--- src/verilog/capreg_pkg.sv ---
// constants and types for the capability register slice
package capreg_pkg;
    localparam logic [7:0] OFS_SMEM = 8'hBC;
    localparam logic [7:0] OFS_HDR = 8'hC0;
    localparam logic [7:0] OFS_DEVCAP = 8'hC4;
    localparam logic [7:0] OFS_OVR = 8'hD0;
    localparam logic [7:0] OFS_SPL = 8'hD4;
    localparam int START_BIT = 0;
    localparam int CMD_BIT = 1;
    localparam int ADDR_LSB = 9;
    localparam int DATA_LSB = 16;
    localparam logic [7:0] CAP_ID = 8'h10;
    localparam logic [7:0] NEXT_PTR = 8'h00;
    localparam logic [3:0] CAP_VER = 4'h2;
    localparam logic [3:0] TYPE_UP = 4'h5;
    localparam logic [3:0] TYPE_DOWN = 4'h6;
    localparam logic [2:0] MPS_SMALL = 3'h1;
    localparam logic [2:0] MPS_LARGE = 3'h2;
    localparam logic [2:0] LAT_RESET = 3'h0;
    localparam logic [15:0] DATA_RESET = 16'h0000;
    localparam logic [6:0] ADDR_RESET = 7'h00;
    localparam logic [7:0] SPL_VAL_RESET = 8'h00;
    localparam logic [1:0] SPL_SCL_RESET = 2'h0;

    typedef enum logic [1:0] {
        ST_INIT = 2'b00,
        ST_IDLE = 2'b01,
        ST_MEM = 2'b10
    } mem_state_e;

    // defaults that SMBus or autoload may replace
    typedef struct packed {
        logic slot;
        logic [2:0] mps;
        logic rber;
    } ovr_s;

    // request to and answer from the serial memory engine
    typedef struct packed {
        logic start;
        logic write;
        logic [6:0] addr;
        logic [15:0] data;
    } mem_req_s;

    typedef struct packed {
        logic done;
        logic [15:0] data;
    } mem_rsp_s;

    typedef struct packed {
        mem_state_e st;
        logic start;
        logic cmd;
        logic [6:0] addr;
        logic [15:0] data;
        ovr_s ovr;
        logic [7:0] spl_val;
        logic [1:0] spl_scl;
        logic [31:0] rdata;
        logic ack;
    } state_s;
endpackage

--- src/verilog/capreg_bank.sv ---
// capability register slice with serial memory data field
//
// Added by the designer: the Avalon-MM interface to the registers.
`timescale 1ns/1ns
// Operation
// - data field bits 31:16 read-write, reset zero, holds write data.
// - completed memory read loads the data field with fetched word.
// - header low byte reads 10h, read-only.
// - next pointer byte reads 00h, read-only.
// - capability version reads 0010b, read-only.
// - port type reads 0101b upstream, 0110b downstream.
// - slot bit resets to strap level; SMBus or autoload may replace.
// - interrupt message number always reads zero.
// - payload supported resets 001b or 010b by strap; replaceable.
// - phantom functions field always reads 00b.
// - extended tag supported bit always reads zero.
// - L0s latency field read-only, resets 000b.
// - L1 latency field read-only, resets 000b.
// - role-based error bit resets one; SMBus or autoload may replace.
// - upstream captured power value resets 00h, set by message.
// - upstream captured power scale resets 00b, set by message.
// - start bit launches cycle; command bit chooses read or write.
// - 7-bit word address held read-write in same dword, reset zero.
module capreg_bank
    import capreg_pkg::*;
#(
    parameter bit UPSTREAM = 1'b1,
    parameter int ADDR_W = 8
)(
    input wire logic clk_sys_i,
    input wire logic resetn_i,
    input wire logic [ADDR_W-1:0] address_i,
    input wire logic read_i,
    input wire logic write_i,
    input wire logic [31:0] writedata_i,
    input wire logic [3:0] byteenable_i,
    output logic [31:0] readdata_o,
    output logic waitrequest_o,
    input wire logic slot_present_strap_i,
    input wire logic large_payload_strap_i,
    input wire logic ovr_valid_i,
    input wire ovr_s ovr_i,
    input wire logic spl_msg_valid_i,
    input wire logic [9:0] spl_msg_payload_i,
    output mem_req_s mem_req_o,
    input wire mem_rsp_s mem_rsp_i,
    input wire logic mem_ready_i
);
    // offsets need at least one full byte of address
    if (ADDR_W < 8)
    begin : g_addr_check
        $error("ADDR_W must be at least 8");
    end

    state_s q;
    state_s d;
    logic [31:0] hdr;
    logic [31:0] devcap;
    logic [31:0] smem;
    logic hit;
    logic [7:0] a;
    logic req;
    logic commit;
    logic sel_smem;
    logic sel_hdr;
    logic sel_devcap;
    logic sel_ovr;
    logic smem_free;
    logic [31:0] lane_wdata;
    logic [31:0] rd_word;

    assign a = address_i[7:0];
    assign hit = (address_i[ADDR_W-1:0] >> 8) == '0;
    assign req = read_i || write_i;
    // a write lands one edge after its wait ends, in the cycle that q.ack is high
    assign commit = write_i && q.ack && hit;
    assign sel_smem = (a == OFS_SMEM);
    assign sel_hdr = (a == OFS_HDR);
    assign sel_devcap = (a == OFS_DEVCAP);
    assign sel_ovr = (a == OFS_OVR);
    // no rewrite while a memory cycle runs or is being launched
    assign smem_free = (q.st == ST_IDLE) && !(q.start && mem_ready_i);

    // byte lanes merged over the current data dword
    for (genvar i = 0; i < 4; i++)
    begin : g_lane
        assign lane_wdata[i*8 +: 8] = byteenable_i[i]
            ? writedata_i[i*8 +: 8] : smem[i*8 +: 8];
    end

    // read mux; reserved and unmapped offsets read zero
    always_comb
    begin
        rd_word = 32'h0000_0000;
        if (!hit)
        begin
            rd_word = 32'h0000_0000;
        end
        else if (sel_smem)
        begin
            rd_word = smem;
        end
        else if (sel_hdr)
        begin
            rd_word = hdr;
        end
        else if (sel_devcap)
        begin
            rd_word = devcap;
        end
        else if (sel_ovr)
        begin
            rd_word = {27'h0, q.ovr};
        end
    end

    always_comb
    begin
        // header, capability and data words from fixed and held fields
        // identifier value
        hdr[7:0] = CAP_ID;
        hdr[15:8] = NEXT_PTR;
        hdr[19:16] = CAP_VER;
        hdr[23:20] = UPSTREAM ? TYPE_UP : TYPE_DOWN;
        hdr[24] = q.ovr.slot;
        hdr[29:25] = 5'h00;
        hdr[31:30] = 2'h0;
        devcap[2:0] = q.ovr.mps;
        devcap[4:3] = 2'h0;
        devcap[5] = 1'b0;
        devcap[8:6] = LAT_RESET;
        devcap[11:9] = LAT_RESET;
        devcap[14:12] = 3'h0;
        devcap[15] = q.ovr.rber;
        devcap[17:16] = 2'h0;
        devcap[25:18] = q.spl_val;
        devcap[27:26] = q.spl_scl;
        devcap[31:28] = 4'h0;
        smem = {q.data, q.addr, 7'h00, q.cmd, q.start};
    end

    always_comb
    begin
        d = q;
        d.ack = 1'b0;
        case (q.st)
            ST_INIT:
            begin
                // strap capture after reset release
                // slot strap default
                d.ovr.slot = slot_present_strap_i;
                d.ovr.mps = large_payload_strap_i ? MPS_LARGE : MPS_SMALL;
                d.ovr.rber = 1'b1;
                d.st = ST_IDLE;
            end
            ST_IDLE:
            begin
                if (q.start && mem_ready_i)
                begin
                    d.st = ST_MEM;
                end
            end
            ST_MEM:
            begin
                if (mem_rsp_i.done)
                begin
                    d.start = 1'b0;
                    d.st = ST_IDLE;
                    if (!q.cmd)
                    begin
                        d.data = mem_rsp_i.data;
                    end
                end
            end
            default:
            begin
                d.st = ST_IDLE;
            end
        endcase
        if (ovr_valid_i && q.st != ST_INIT)
        begin
            d.ovr = ovr_i;
        end
        if (UPSTREAM && spl_msg_valid_i)
        begin
            d.spl_val = spl_msg_payload_i[7:0];
            d.spl_scl = spl_msg_payload_i[9:8];
        end
        // request taken: word latched, answer next cycle
        if (req && !q.ack)
        begin
            d.ack = 1'b1;
            d.rdata = rd_word;
        end
        if (commit && sel_smem && smem_free)
        begin
            d.start = lane_wdata[START_BIT];
            d.cmd = lane_wdata[CMD_BIT];
            d.addr = lane_wdata[ADDR_LSB+6:ADDR_LSB];
            d.data = lane_wdata[DATA_LSB+15:DATA_LSB];
        end
        else if (commit && sel_ovr && byteenable_i[0])
        begin
            d.ovr = writedata_i[4:0];
        end
    end

    always_ff @(posedge clk_sys_i or negedge resetn_i)
    begin
        if (!resetn_i)
        begin
            q.st <= ST_INIT;
            q.start <= 1'b0;
            q.cmd <= 1'b0;
            q.addr <= ADDR_RESET;
            q.data <= DATA_RESET;
            q.ovr <= '0;
            q.spl_val <= SPL_VAL_RESET;
            q.spl_scl <= SPL_SCL_RESET;
            q.rdata <= 32'h0000_0000;
            q.ack <= 1'b0;
        end
        else
        begin
            q <= d;
        end
    end

    assign readdata_o = q.rdata;
    assign waitrequest_o = (read_i || write_i) && !q.ack;
    always_comb
    begin
        mem_req_o.start = (q.st == ST_MEM);
        mem_req_o.write = q.cmd;
        mem_req_o.addr = q.addr;
        mem_req_o.data = q.data;
    end
endmodule

--- config.mk ---
export PLATFORM = sky130hd
export DESIGN_NAME = capreg_bank
export DESIGN_NICKNAME = d
export VERILOG_FILES = /design/src/verilog/capreg_pkg.sv /design/src/verilog/capreg_bank.sv
export SDC_FILE = /design/constraint.sdc
export NUM_CORES = 1
export LEC_CHECK = 0
export BUFFER_PORTS_ARGS = -buffer_cell sky130_fd_sc_hd__buf_4
export CAP_MARGIN = 10
export CORE_ASPECT_RATIO = 0.8
export CORE_MARGIN = 2
export CORE_UTILIZATION = 49
export DETAILED_ROUTE_END_ITERATION = 8
export PLACE_DENSITY = 0.78
export SLEW_MARGIN = 5
export SYNTH_ARGS = -nofsm -noshare
export SYNTH_HDL_FRONTEND = slang
export SYNTH_SLANG_ARGS = --single-unit
--- constraint.sdc ---
create_clock -name clk_sys_i -period 1.8 [get_ports clk_sys_i]
set_input_delay 0.36 -clock clk_sys_i [delete_from_list [all_inputs] [get_ports clk_sys_i]]
set_output_delay 0.36 -clock clk_sys_i [all_outputs]
set_load 0.1 [all_outputs]
==> results by group <==
Run status
  – Status: complete, no violations

Die
  – Initial core utilization: 51.44%
  – Num rows: 27
  – Die H: 80.82 um
  – Core area: 7027 um2
  – Die area: approximately 8000 um2
  – Die Span X: 100.0 um
  – Ports: 143

GRT
  – GRT Total Usage: 22.04%
  – Pin count of the biggest net entering global routing: 40
  – Aggregate global routing overflow: 0
  – First-pass GRT wire length: 13.68 mm
  – Antenna violations before repair: 0
  – Vias in the first global route: 2751

Detailed routing
  – DRT Wirelength: 8.689 mm
  – Initial DRC count: 96
  – DRT antenna net count: 0
  – Drt first pass iters: 4
  – Drt via density: 5.536
  – # DRC: 0
  – DR vias: 2685
  – Drt wl/cell: 17.92 um

Power
  – Leakage power total: 0.002281 uW
  – Sequential power share: 46.7%
  – Sw frac: between 20 and 30%
  – Max rail drop VDD: 0.4642 mV
  – PwrDens: 806.8 nW/um2
  – Design internal power: about 2600 uW
  – Clock network power share: 33.6%
  – Net Switching: 1068 uW
  – Combinational group share of total power: 19.6%

Timing
  – Min Tclk post-route: about 1700 ps
  – Slew @ Worst Pin: 519.4 ps
  – Final Hold Vio Count: 0
  – Slew headroom: 65.38%
  – Endpoints failing setup: 0
  – Fmax: between 0.5 and 0.6 GHz
  – Period utilization: 96.55%
  – Hold_ws: 225.3 ps
  – Final WS setup: 62.04 ps
  – Slew Viols, Final: 0
  – Setup Skew: 6.834 ps
  – RSZ-0062 raised after global routing: false

Synth
  – Primary FF master, synth: dfrtp_1
  – Synth top area share: 49.15%
  – Syn Inst Count: 304
  – Post-Synth XOR/XNOR Area: 0%
  – Largest family of logic cells by synthesized area: compound AO/OA/AOI/OAI gates
  – Yosys top cell by area: dfrtp_1
  – Mux cell area share after synthesis: 8.204%
  – Commonest cells in the synthesized netlist: dfrtp_1, buf_4, a221o_1
  – Unique masters post-synth: 39
  – EDFF count, synth: 0
  – Post-Synth Simple-Gate Area: 12.32%
  – Post-synthesis compound-gate area fraction: 15.23%
  – Synth Area in Adders: 0%
  – Post-Syn Area per Cell: 11.89 um2
  – Sequential share of the synthesized area: around half
  – Count leader, synth: dfrtp_1
  – Synth Cell Area: 3615 um2
  – Asr flop ratio synth: between 90% and 100%
  – Top cells by area, synth: dfrtp_1, buf_4, a221o_1
  – Yosys reg bits: 71
  – Yosys warns: 0

Layout
  – Final net count: just under 500
  – Fin cells: 485
  – Area occupied by multi-input gates: roughly 1300 um2
  – Diode count: 0
  – Reg area: 1777 um2
  – P&R area growth vs syn: 26.13%
  – Fraction of layout cells with a size suffix above 1: 49.25%
  – Fillers: about 570

Worst setup path
  – Critical Path RT: around 1400 ps
  – Critical path fanouts, max: 11
  – Setup Crit Path Kind: flop to output pin
  – CP arrival: 1380 ps
  – Critical Path End Type: output pin
  – Critical Path Source Type: flop

Place
  – GPL Wtd Cong: 0.8496
  – Setup WS pre-CTS: -80.28 ps
  – I/O Buffers: 134
  – Hpwl dp: approximately 6.5 mm
  – Placed Instances: between 400 and 500

Clock tree
  – Clk slew on worst S/H paths: 70 ps
  – CTS Root Cell: clkbuf_8
  – Clock tree from TritonCTS: built
  – Sink Count: slightly above 70
  – Clock Latency Late Sink: around 340 ps
  – Setup bufs post-CTS: 0
  – Max clock buf depth: 2
  – H-tree depth: 3
  – CTS buffer count: 9

Min path
  – Worst min path class: input port to flop

Job
  – Max-cap violation count: 0
[layer usage]
metal / GRT usage [%] / share of wire [%] / up-vias
li1: - / - / 1238
met1: 29.97 / 45 / 1328
met2: 35.34 / 47 / 111
met3: 5.336 / 6.0 / 8
met4: 6.849 / 1.1 / 0
met5: 0 / 0 / -
[path summary, 6_finish.rpt]
| kind | slack [ps] | startpoint | cells past startpoint | end |
|---|---|---|---|---|
| max | 60 | q[0]$_DFF_PN0_ | 3 | waitrequest_o |
| min | 230 | spl_msg_payload_i[4] | 3 | devcap[22]$_DFFE_PN0P_ |
| max reg2reg | 140 | q[74]$_DFFE_PN0P_ | 3 | mem_req_o[8]$_DFFE_PN0P_ |
| min reg2reg | 490 | readdata_o[4]$_DFFE_PN0P_ | 2 | readdata_o[4]$_DFFE_PN0P_ |
| max in group asynchronous | 720 | resetn_i | 3 | mem_req_o[10]$_DFFE_PN0P_ |
| min in group asynchronous | 510 | resetn_i | 2 | mem_req_o[14]$_DFFE_PN0P_ |
[power by group through the flow]
stage               registers [uW]  logic [uW]  clock network, uW
finish                        1720         722               1240
global route                  1730         765               1340
CTS                           1720         727               1270
detailed placement            1750         717                  0
global placement              1750         706                  0
floorplan                     1730         501                  0
[cells by family after synthesis]
logic type             count (synthesis)
AO/OA/AOI/OAI                         61
buffers and inverters                 78
flip-flops                            71
multiplexers                          27
other                                  1
AND/OR/NAND/NOR                       66
[placed cells by master, fill, tap and decap left out, drive strengths merged, types with 3 or more instances in the layout]
cell type    n
nor2         5
a221o       30
nor2b        4
a22oi        4
nand2        9
inv          6
o21ai        6
nand4        3
conb         4
mux2        21
clkbuf      12
nor4         3
mux2i        6
and4         3
dfrtp       71
buf        148
and2        26
a22o        11
nand3        3
[timing repair]
action                                  4_1_cts  5_1_grt
hold endpoints to repair                     32        0
gates resized for setup                       3        0
endpoints found under the setup margin        1        0
hold buffers                                  1        0
[sequential cells by signal, summed over array words and instances, names as in the netlist]
register,flops
readdata_o,28
mem_req_o,24
devcap,14
q,4
hdr,1
[layout make-up]
type                       instances  area share (%)
multi-input combinational        158           28.90
timing repair buffer             149           25.03
inverter                           7          0.6586
clock inverter                     1          0.6586
tap                               87           2.387
sequential                        71           38.97
clock buffer                      12           3.403
[worst max-delay path, stage by stage, from the launching register on]
cell	delay, ps
dfrtp_1	390
or2_4	320
clkinvlp_4	130
buf_8	200
[per-stage QoR]
| step | TNS [ps] | cell area (um2) | util, % | power (uW) |
|---|---|---|---|---|
| after CTS | 0 | 4559 | 64.89 | 3711 |
| after global routing | 0 | 4559 | 64.89 | 3831 |
| after global placement | -278.9 | 4354 | 61.97 | 2452 |
| after floorplan | 0 | 3635 | - | 2229 |
| final | 0 | 4559 | 64.89 | 3678 |
| after detailed placement | -910.9 | 4354 | 61.97 | 2465 |
Note: power is estimated with default switching activity, not from simulation.
